<file path="config.mk">
export PLATFORM = sky130hd
export DESIGN_NAME = hps_host_port
export DESIGN_NICKNAME = d
export VERILOG_FILES = /design/src/rtl/hps_pkg.sv /design/src/rtl/hps_host_port.sv /design/src/rtl/hps_buf2.sv
export VERILOG_INCLUDE_DIRS = /design/src /design/src/rtl
export SDC_FILE = /design/constraint.sdc
export NUM_CORES = 1
export LEC_CHECK = 0
export BUFFER_PORTS_ARGS = -buffer_cell sky130_fd_sc_hd__buf_2
export CORE_MARGIN = 2
export CORE_UTILIZATION = 47
export DETAILED_ROUTE_END_ITERATION = 8
export PLACE_DENSITY_LB_ADDON = 0.25
export RECOVER_POWER = 100
export SLEW_MARGIN = 20
export SYNTH_ARGS = -nofsm -noshare
export SYNTH_HDL_FRONTEND = slang
export SYNTH_SLANG_ARGS = --single-unit
</file>
<file path="constraint.sdc">
create_clock -name clk -period 1.7 [get_ports clk]
set_input_delay 0.255 -clock clk [delete_from_list [all_inputs] [get_ports clk]]
set_output_delay 0.255 -clock clk [all_outputs]
set_load 0.03 [all_outputs]
</file>
<file path="src/rtl/hps_cfg.svh">
/*
 Constants for the host port strobe and handshake block.
 Assumes inclusion by the package and by hps_host_port.
*/
`ifndef HPS_CFG_SVH
`define HPS_CFG_SVH
`define HPS_DATA_W 8
`define HPS_SEL_W 3
`define HPS_BUF_DEPTH 2
`define HPS_SYNC_RST 1'b1
`endif

</file>
<file path="src/rtl/hps_pkg.sv">
/*
 Types for the host port strobe and handshake block.
 Assumes hps_cfg.svh is on the include path.
*/
`include "hps_cfg.svh"
package hps_pkg;
   typedef logic [`HPS_DATA_W-1:0] hps_data_t;
   typedef logic [`HPS_SEL_W-1:0] hps_sel_t;
   typedef enum logic [2:0] {
      HPS_IDLE = 3'b001,
      HPS_REQ = 3'b010,
      HPS_ACKED = 3'b100
   } hps_req_state_t;
endpackage

</file>
<file path="src/rtl/hps_host_port.sv">
/*
 Control half of an 8-bit parallel host port: strobe, data direction,
 write capture, open-drain service request, acknowledge handshake and
 fallback to general-purpose I/O.
 Assumes pins arrive asynchronously; one clock, synchronous reset.
*/
// Summary of operation
// - Strobe low: read drives bus, write listens
// - Capture write data on strobe rising edge
// - Open-drain request asks outside for service
// - Low acknowledge answers pending DMA request
// - Acknowledge also serves as interrupt acknowledge
// - Unselected port pins are GPIO, reset inputs
// - Request pin push-pull when used as GPIO
// - Bus released while strobe and acknowledge are both deasserted
// - Acknowledge during request drives the bus
// - Register select chooses accessed register
`timescale 1ns/1ps
`include "hps_cfg.svh"
module hps_host_port (
   input wire logic clk,
   input wire logic reset,
   input wire logic port_select,
   input wire logic host_enable_n,
   input wire logic transfer_direction,
   input wire hps_pkg::hps_sel_t register_select,
   input wire hps_pkg::hps_data_t host_data_bus_in,
   output hps_pkg::hps_data_t host_data_bus_out,
   output logic host_data_bus_oe,
   output logic service_request_n_out,
   output logic service_request_n_oe,
   input wire logic service_request_n_in,
   input wire logic acknowledge_in_n,
   input wire hps_pkg::hps_data_t read_data,
   output hps_pkg::hps_sel_t read_select,
   input wire logic request_set,
   output logic request_pending,
   output logic ack_pulse,
   output logic wr_valid,
   input wire logic wr_ready,
   output hps_pkg::hps_data_t wr_data,
   output hps_pkg::hps_sel_t wr_select,
   output logic wr_overrun,
   input wire logic [2:0] gpio_dir,
   input wire logic [2:0] gpio_out,
   output logic [2:0] gpio_in,
   output logic [2:0] gpio_oe,
   output logic [2:0] gpio_drive
);
   import hps_pkg::*;
   localparam int BW = `HPS_DATA_W + `HPS_SEL_W;

   // Two-stage synchronisers for every pin input
   logic [1:0] en_s_r;
   logic [1:0] ack_s_r;
   logic [1:0] dir_s_r;
   logic [1:0] req_s_r;
   hps_data_t data_s1_r;
   hps_data_t data_s2_r;
   hps_sel_t sel_s1_r;
   hps_sel_t sel_s2_r;
   logic en_d_r;
   logic ack_d_r;
   hps_data_t data_hold_r;
   hps_sel_t sel_hold_r;
   logic dir_hold_r;
   hps_req_state_t state_r;
   hps_req_state_t state_nxt;
   hps_data_t bus_out_r;
   logic bus_oe_r;
   logic req_out_r;
   logic req_oe_r;
   logic ack_pulse_r;
   logic overrun_r;
   logic [2:0] gin_r;
   logic [2:0] goe_r;
   logic [2:0] gdrv_r;
   logic buf_in_ready;
   logic [BW-1:0] buf_out;

   always_ff @(posedge clk) begin
      if (reset) begin
         en_s_r <= 2'h3;
         ack_s_r <= 2'h3;
         dir_s_r <= 2'h0;
         req_s_r <= 2'h3;
         data_s1_r <= 8'h00;
         data_s2_r <= 8'h00;
         sel_s1_r <= 3'h0;
         sel_s2_r <= 3'h0;
         en_d_r <= 1'b1;
         ack_d_r <= 1'b1;
      end else begin
         en_s_r <= {en_s_r[0], host_enable_n};
         ack_s_r <= {ack_s_r[0], acknowledge_in_n};
         dir_s_r <= {dir_s_r[0], transfer_direction};
         req_s_r <= {req_s_r[0], service_request_n_in};
         data_s1_r <= host_data_bus_in;
         data_s2_r <= data_s1_r;
         sel_s1_r <= register_select;
         sel_s2_r <= sel_s1_r;
         en_d_r <= en_s_r[1];
         ack_d_r <= ack_s_r[1];
      end
   end

   wire en_low = port_select && !en_s_r[1];
   wire ack_low = port_select && !ack_s_r[1];
   wire en_rise = port_select && en_s_r[1] && !en_d_r;
   wire ack_fall = port_select && !ack_s_r[1] && ack_d_r;
   wire host_write = en_low && !dir_s_r[1];
   wire host_read = en_low && dir_s_r[1];
   wire write_done = en_rise && !dir_hold_r;
   wire req_active = (state_r == HPS_REQ);
   wire ack_read = ack_low && (state_r != HPS_IDLE);
   wire drive_bus = host_read || ack_read;

   // Sample data and select while the strobe is low, commit on its rising edge
   always_ff @(posedge clk) begin
      if (reset) begin
         data_hold_r <= 8'h00;
         sel_hold_r <= 3'h0;
         dir_hold_r <= 1'b1;
      end else if (en_low) begin
         data_hold_r <= data_s2_r;
         sel_hold_r <= sel_s2_r;
         dir_hold_r <= dir_s_r[1];
      end
   end

   hps_buf2 #(.WIDTH(BW)) u_wbuf (
      .clk(clk),
      .reset(reset),
      .in_valid(write_done),
      .in_ready(buf_in_ready),
      .in_data({sel_hold_r, data_hold_r}),
      .out_valid(wr_valid),
      .out_ready(wr_ready),
      .out_data(buf_out)
   );
   assign wr_data = buf_out[`HPS_DATA_W-1:0];
   assign wr_select = buf_out[BW-1:`HPS_DATA_W];
   assign read_select = sel_s2_r;

   // Service request handshake
   always_comb begin
      state_nxt = state_r;
      case (state_r)
         HPS_IDLE: begin
            if (request_set) begin
               state_nxt = HPS_REQ;
            end
         end
         HPS_REQ: begin
            if (ack_fall) begin
               state_nxt = HPS_ACKED;
            end
         end
         HPS_ACKED: begin
            if (!ack_low) begin
               state_nxt = request_set ? HPS_REQ : HPS_IDLE;
            end
         end
         default: state_nxt = HPS_IDLE;
      endcase
   end

   always_ff @(posedge clk) begin
      if (reset || !port_select) begin
         state_r <= HPS_IDLE;
      end else begin
         state_r <= state_nxt;
      end
   end
   // One-hot request bit, straight from the state flip-flop
   assign request_pending = state_r[1];

   always_ff @(posedge clk) begin
      if (reset) begin
         bus_out_r <= 8'h00;
         bus_oe_r <= 1'b0;
         req_out_r <= 1'b0;
         req_oe_r <= 1'b0;
         ack_pulse_r <= 1'b0;
         overrun_r <= 1'b0;
      end else begin
         bus_out_r <= read_data;
         bus_oe_r <= drive_bus;
         ack_pulse_r <= req_active && ack_fall;
         overrun_r <= write_done && !buf_in_ready;
         if (port_select) begin
            req_out_r <= 1'b0;
            req_oe_r <= state_nxt == HPS_REQ;
         end else begin
            req_out_r <= gpio_out[1];
            req_oe_r <= gpio_dir[1];
         end
      end
   end

   // Fallback general-purpose I/O: enable, request, acknowledge pins
   always_ff @(posedge clk) begin
      if (reset) begin
         gin_r <= 3'h0;
         goe_r <= 3'h0;
         gdrv_r <= 3'h0;
      end else begin
         gin_r <= {ack_s_r[1], req_s_r[1], en_s_r[1]};
         goe_r <= port_select ? 3'h0 : {gpio_dir[2], 1'b0, gpio_dir[0]};
         gdrv_r <= gpio_out;
      end
   end

   assign host_data_bus_out = bus_out_r;
   assign host_data_bus_oe = bus_oe_r;
   assign service_request_n_out = req_out_r;
   assign service_request_n_oe = req_oe_r;
   assign ack_pulse = ack_pulse_r;
   assign wr_overrun = overrun_r;
   assign gpio_in = gin_r;
   assign gpio_oe = goe_r;
   assign gpio_drive = gdrv_r;
endmodule

</file>
<file path="src/rtl/hps_buf2.sv">
/*
 Two-entry buffer with valid and ready on both sides.
 Assumes one clock and a synchronous active-high reset.
*/
`timescale 1ns/1ps
module hps_buf2 #(
   parameter int WIDTH = 11
) (
   input wire logic clk,
   input wire logic reset,
   input wire logic in_valid,
   output logic in_ready,
   input wire logic [WIDTH-1:0] in_data,
   output logic out_valid,
   input wire logic out_ready,
   output logic [WIDTH-1:0] out_data
);
   logic [WIDTH-1:0] mem_r [0:1];
   logic wp_r;
   logic rp_r;
   logic [1:0] cnt_r;
   wire push = in_valid && in_ready;
   wire pop = out_valid && out_ready;
   assign in_ready = (cnt_r != 2'h2);
   assign out_valid = (cnt_r != 2'h0);
   assign out_data = mem_r[rp_r];
   always_ff @(posedge clk) begin
      if (push) begin
         mem_r[wp_r] <= in_data;
      end
   end
   always_ff @(posedge clk) begin
      if (reset) begin
         wp_r <= 1'b0;
         rp_r <= 1'b0;
         cnt_r <= 2'h0;
      end else begin
         wp_r <= wp_r ^ push;
         rp_r <= rp_r ^ pop;
         cnt_r <= cnt_r + {1'b0, push} - {1'b0, pop};
      end
   end
endmodule

</file>
==> run summary, run 1 <==
Pre-CTS WS: 37.0 ps
WHS: 96.0 ps
Count leader, synth: dfxtp_1
Final Hold Fails: 0
Top FF cell, synth: dfxtp_1
Die Wd: 84.5 um
Library cells used by synthesis: 31
Mean Syn Cell Area: 12.2 sq um
Drt wl/cell: 11.1 um
GP Congestion: 0.741
WS Path Type: reg -> reg
Slowest CP cell: dfxtp_2
Combinational family with the most area after synthesis: simple AND/OR/NAND/NOR gates
Setup repair after global routing missed its margin: yes
WP data arrival: 1840 ps
Final Setup Violations: 0
Synth top cells by count: dfxtp_1 (72), nor2b_1 (40), nand2_1 (28)
Worst vdd rail ir drop: 0.000578 V
Drt pass-1 iters: 4
Origin of the critical flop-to-flop path: u_wbuf.cnt_r[0]
Post-Synth Adder-Cell Area: 1.64%
Max Cap Viol: 0
Post-synth EDFFs: 22
Crit end category: register
Final Max Slew Viols: 0
Core ar.: 6310 sq um
Initial Util: 48.2%
Mapped Cells: 249
Antenna-violating nets left: 0
Setup crit start kind: register
Synth area leader: dfxtp_1
CP Data Required Time: 1910 ps
HP Start: acknowledge_in_n
Max Root-Sink Buffers: 2
Post CTS Setup Buffer Count: 0
Vias per inst: 4.40
Hold crit path type: in -> reg
Cells after DPL: 392
PD cells: 1130 nW/um^2
Synth Area in Compound Gates: 3.57%
Vias in the first global route: 1806
Pin count of the biggest net entering global routing: 31
Total track usage: 13.8%
Share of layout cells above drive strength 1: 35.6%
Most frequent cell on the critical path: ha_4
Share of the yosys chip area belonging to registers: 69.0%
Via count: 1796
Share of the synthesized area in the top cell type: 47.3%
Antenna violations before repair: 0
Setup ws final: 69.8 ps
First-pass GRT wire length: 7820 um
Final Cycle Share: 95.9%
Post-Synth Simple-Gate Area: 18.0%
CTS Sinks: 94
Ports: 72
Critical Path Fanout Max: 3
#FFs+latches synth: 94
Detailed Route Iter0 Violations: 90
Setup Skew: 11.1 ps
Fin crit period: 1630 ps
Post-route insts no fill: 408
Post-synthesis mux area share: 4.07%
Asr flop ratio synth: 0%
Cell area after synthesis: 3050 sq um
CTS buffer count: 9
H-tree level count: 3
Die ar.: 7140 sq um
Min-Delay Path Depth: 2
R2R setup slack: 70 ps
DPL Wire Length: 3110 um
Synth Area in XOR/XNOR: 1.15%
Status: completed
GR Overflow Total: 0
CP max stage delay: 330 ps
Setup_tns: 0 ps
R2R cell count: 8
# diodes: 0
Area growth, synth to finish: 21.2%
Nets@finish: 364
Worst-path clk slew: 80 ps
Clock Latency Late Sink: 340 ps
Die height: 84.5 um
Row count: 29
Reg2Reg Capture Point: u_wbuf.cnt_r[1]
Root Buffer: clkbuf_8
CTS tree: done
Area contributors post-synth: dfxtp_1 (47%), edfxtp_1 (22%), nor2b_1 (8.2%)
Drt total wl: 4540 um
Net Count, Synth: 287
Worst path cell trace: or2_4, and2_4, ha_4, inv_2, ha_4, xor2_2, xnor2_1, nor2_1
Worst Hold Path EP: ack_s_r[0]
Leak pwr: 1.56 nW
Max Clk Rate: 613 MHz
Residual DRC: 0
Post-CTS Hold Buffers: 0
I/O Buffers: 70
Yosys warns: 0
layout by cell type, fill, tap and decap left out, drive strengths merged:
cell and count:
nand2 28, inv 4, mux2 11, and2b 2, and2 3, dfxtp 72
xor2 1, xnor2 3, conb 1, edfxtp 22, o21ai 3, or2 9
or3b 1, nand4bb 1, clkbuf 11, or2b 1, a21oi 14, nand3b 2
buf 77, a32oi 1, nor2b 40, nor4b 1, ha 4, nor2 9
nand2b 2, clkinv 5, a22oi 1, a21o 1, nor3 1
sequential cells by signal, summed over array words and instances, names as in the netlist, 8 cells and up:
register	flops
u_wbuf.mem_r	22
data_hold_r	8
data_s1_r	8
data_s2_r	8
host_data_bus_out	8
power by group:
| group | internal (mW) | total [mW] | switching (mW) |
|---|---|---|---|
| clock | 0.521 | 1.22 | 0.694 |
| sequential | 2.35 | 2.38 | 0.0281 |
| combinational | 0.248 | 0.579 | 0.331 |
| total | 3.12 | 4.18 | 1.05 |
repair_timing:
action | 4_1_cts | 5_1_grt
setup endpoints to repair | 3 | 12
pin swaps | 0 | 5
gates resized for setup | 1 | 6
logic make-up (layout without fill, tap and decap cells):
family / count (synthesis) / after routing
AOI/OAI and AO/OA: 20 / 20
xor gates and xnor gates: 4 / 4
adders and majority gates: 4 / 4
buffers and inverters: 15 / 97
DFF: 94 / 94
muxes: 11 / 11
other: 1 / 1
and+or+nand+nor: 100 / 100
how the worst max path moves through the flow:
stage | startpoint | end | slack [ps] | cells after the start
CTS | u_wbuf.rp_r | wr_data[0] | 20 | 3
global route | u_wbuf.cnt_r[0] | u_wbuf.cnt_r[1] | -30 | 8
detailed placement | u_wbuf.cnt_r[1] | u_wbuf.cnt_r[1] | 40 | 8
finish | u_wbuf.cnt_r[0] | u_wbuf.cnt_r[1] | 70 | 8
global placement | u_wbuf.cnt_r[1] | u_wbuf.cnt_r[1] | 80 | 8
floorplan | u_wbuf.cnt_r[1] | u_wbuf.cnt_r[1] | 10 | 8
worst max-delay path, delay by kind of cell (launching register included):
family / cells / cell delay, ps
flops: 1 / 330
xor+xnor: 2 / 270
fa+ha+maj: 2 / 410
buf+inv: 1 / 40
simple gates: 3 / 460
per-layer routing:
metal	vias to the layer above	share of wire, %	GRT usage, %
met5	-	0	0
met4	0	1.7	6.93
met3	6	7.2	5.21
met2	53	45	21.0
met1	772	46	17.3
li1	965	-	-
per-stage QoR:
| stage | power, mW | cell area, sq um | utilization (%) |
|---|---|---|---|
| 4_1_cts | 4.19 | 3660 | 57.9 |
| 6_report | 4.18 | 3690 | 58.4 |
| 5_1_grt | 4.37 | 3690 | 58.4 |
| 3_5_place_dp | 2.98 | 3500 | 55.4 |
| 2_1_floorplan | 2.83 | 3050 | - |
| 3_3_place_gp | 2.97 | 3500 | 55.4 |
cell type report:
type	instances	area, sq um
multi-input combinational	140	908
tap	77	96.3
timing repair buffer	77	407
sequential	94	2110
fill	558	2620
inverter	4	15.0
clock inverter	5	26.3
clock buffer	11	131
No activity file was read; power rests on OpenSTA's default activity.
==> inputs of run 2 (changes only) <==
--- a/config.mk
+++ b/config.mk
@@ -6,9 +6,10 @@
 export SDC_FILE = /design/constraint.sdc
 export NUM_CORES = 1
 export LEC_CHECK = 0
+export ABC_AREA = 1
 export BUFFER_PORTS_ARGS = -buffer_cell sky130_fd_sc_hd__buf_2
 export CORE_MARGIN = 2
-export CORE_UTILIZATION = 47
+export CORE_UTILIZATION = 48
 export DETAILED_ROUTE_END_ITERATION = 8
 export PLACE_DENSITY_LB_ADDON = 0.25
 export RECOVER_POWER = 100
==> constraint.sdc (replaced) <==
create_clock -name clk -period 1.8 [get_ports clk]
set_input_delay 0.27 -clock clk [delete_from_list [all_inputs] [get_ports clk]]
set_output_delay 0.27 -clock clk [all_outputs]
set_load 0.03 [all_outputs]
==> run summary, run 2 <==
Worst-path clk slew: 90 ps (about the same)
Top FF cell, synth: dfxtp_1
DPL Wire Length: 3410 um (+9.8%)
Pint: 2.97 mW (-4.9%)
Final Setup Violations: 0 (unchanged)
Antenna violations before repair: 0 (unchanged)
Nets@finish: 439 (+21%)
CP startpoint: u_wbuf.rp_r
GR Overflow Total: 0 (unchanged)
Vias in the first global route: 1982 (+9.7%)
Clock power share: 32.7% (+3.6 points)
Die Wd: 84.6 um (+0.14%)
Slew headroom: 20.6%
# diodes: 0 (unchanged)
Pre-CTS WS: 292 ps (+255 ps)
PD cells: 1070 nW/um^2 (-5.3%)
Drt pass-1 iters: 4 (unchanged)
Setup crit start kind: register
Clock Latency Late Sink: 340 ps (about the same)
Final Cycle Share: 90.5%
Cell area after synthesis: 3120 sq um (+2.4%)
Share of the yosys chip area belonging to registers: 67.4% (-1.6 points)
First-pass GRT wire length: 8540 um (+9.2%)
Crit end category: output pin
Area growth, synth to finish: 17.3%
Leak pwr: 1.73 nW (+11%)
Core ar.: 6310 sq um (unchanged)
CTS tree: done
Asr flop ratio synth: 0% (unchanged)
Total track usage: 15.0% (+1.2 points)
Origin of the critical flop-to-flop path: u_wbuf.cnt_r[0]
Worst vdd rail ir drop: 0.000666 V (+15%)
Reg2Reg Capture Point: u_wbuf.cnt_r[1]
Synth top cells by count: nor2_1 (73), dfxtp_1 (72), inv_1 (52)
Mapped Cells: 328 (+32%)
Worst path cell trace: inv_1, nand2_1, nand2_1, clkbuf_1
Hold crit path type: in -> reg
Sequential cell area: 2100 sq um (-0.18%)
#FFs+latches synth: 94 (unchanged)
Detailed Route Iter0 Violations: 106 (+18%)
Net Count, Synth: 366 (+28%)
R2R setup slack: 270 ps (+200 ps)
Drt wl/cell: 10.3 um (-7.8%)
Max Cap Viol: 0 (unchanged)
Die height: 84.6 um (+0.14%)
Post-CTS sizing: 0 (-1)
Area contributors post-synth: dfxtp_1 (46%), edfxtp_1 (21%), nor2_1 (8.8%)
Combinational Power Share: 9.6% (-4.3 points)
CTS buffer count: 9 (unchanged)
Status: completed
Count leader, synth: nor2_1
Drt total wl: 4950 um (+9.1%)
Critical Path Fanout Max: 11 (+8)
Post-route insts no fill: 483 (+18%)
Residual DRC: 0 (unchanged)
Library cells used by synthesis: 22 (-29%)
Setup Skew: 8.20 ps (-2.92 ps)
Util after Layout: 57.9% (-0.50 points)
CP Capture Point: wr_data[1]
CP Data Required Time: 1530 ps (-380 ps)
Layout fillers: 601 (+7.7%)
Fin crit period: 1630 ps
WS Path Type: reg -> out
Max Clk Rate: 614 MHz
Slew @ Worst Pin: 1190 ps
GP Congestion: 0.825 (+11%)
Switching share of power: 24.2% (-1.0 points)
Final Hold Fails: 0 (unchanged)
CP max stage delay: 310 ps (-20 ps)
Share of layout cells above drive strength 1: 15.0% (-21 points)
Initial Util: 49.4% (+1.2 points)
Most frequent cell on the critical path: nand2_1
I/O Buffers: 70 (unchanged)
Post CTS Setup Buffer Count: 0 (unchanged)
Via count: 2136 (+19%)
Commonest non-fill, non-tap cell in the layout: nor2_1
Post-synth EDFFs: 22 (unchanged)
Setup ws final: 171 ps (+101 ps)
Max Root-Sink Buffers: 2 (unchanged)
Final Max Slew Viols: 0 (unchanged)
Vias per inst: 4.42 (+0.46%)
Yosys warns: 0 (unchanged)
Pin count of the biggest net entering global routing: 30 (-3.2%)
R2R cell count: 7 (-1)
Largest register FFs: 22 (unchanged)
Ports: 72 (unchanged)
Root Buffer: clkbuf_8
Row count: 29 (unchanged)
Mean Syn Cell Area: 9.51 sq um (-22%)
Setup_tns: 0 ps (unchanged)
Min-Delay Path Depth: 2 (unchanged)
Post-CTS Hold Buffers: 0 (unchanged)
Reg with most FFs: u_wbuf.mem_r
NetSw: 949 uW (-9.9%)
WHS: 103 ps (+6.76 ps)
Most frequent cells in the layout: nor2_1 (73), dfxtp_1 (72), inv_1 (52), nand2_1 (48), clkbuf_1 (37)
Cells after DPL: 467 (+19%)
WP data arrival: 1360 ps (-480 ps)
Sequential share of power: 57.6% (+0.6 points)
Multi-input logic area: 736 sq um (-19%)
Setup repair after global routing missed its margin: no
Die ar.: 7160 sq um (+0.27%)
Share of the synthesized area in the top cell type: 46.2% (-1.1 points)
Synth area leader: dfxtp_1
Antenna-violating nets left: 0 (unchanged)
Slowest CP cell: dfxtp_1
H-tree level count: 3 (unchanged)
CTS Sinks: 94 (unchanged)
==> run 2: final cells by class <==
class / count / area share (%)
sequential: 94 / 57.5
multi-input combinational: 167 / 20.1
timing repair buffer: 74 / 9.20
inverter: 55 / 5.64
clock buffer: 11 / 3.59
tap: 77 / 2.63
clock inverter: 5 / 1.37
==> run 2: per-layer routing <==
| metal | GRT usage [%] | up-vias | routed length (um) |
|---|---|---|---|
| li1 | - | 1136 | - |
| met3 | 3.44 | 7 | 229 |
| met5 | 0 | - | 0 |
| met4 | 7.65 | 0 | 76 |
| met2 | 23.3 | 60 | 2330 |
| met1 | 19.8 | 933 | 2320 |
==> run 2: kinds of logic (layout without fill, tap and decap cells) <==
group | Yosys count | in the layout | share of synthesized area [%]
fa+ha+maj | 4 | 4 | 1.60
xor+xnor | 1 | 1 | 0.281
other cells | 1 | 1 | 0.120
buf+inv | 67 | 145 | 9.03
simple gates | 140 | 140 | 18.1
compound gates | 21 | 21 | 3.45
flops | 94 | 94 | 67.4
==> run 2: how the worst min path moves through the flow <==
stage                           to  slack (ps)                  from
detailed placement  read_select[2]         390           sel_s1_r[2]
CTS                     req_s_r[0]          90  service_request_n_in
global placement    read_select[0]         390           sel_s1_r[0]
floorplan               ack_s_r[0]         370      acknowledge_in_n
global route            req_s_r[0]          90  service_request_n_in
finish                  req_s_r[0]         100  service_request_n_in
==> run 2: through the flow <==
| stage | total power, mW | cell area (sq um) |
|---|---|---|
| after floorplan | 2.58 | 3120 |
| after global placement | 2.69 | 3520 |
| after detailed placement | 2.70 | 3520 |
| after CTS | 3.97 | 3700 |
| after global routing | 4.13 | 3660 |
| final | 3.92 | 3660 |
==> run 2: critical path: cells and delay by family, from the launching register on <==
kind	cells	cell delay, ps
buffers and inverters	2	540
flip-flops	1	310
AND/OR/NAND/NOR	2	160
==> run 2: power by group through the flow <==
stage	logic, mW	clock network, mW	registers (mW)
floorplan	0.227	0	2.35
global placement	0.387	0	2.30
detailed placement	0.394	0	2.31
CTS	0.396	1.32	2.26
global route	0.425	1.44	2.27
finish	0.378	1.28	2.26
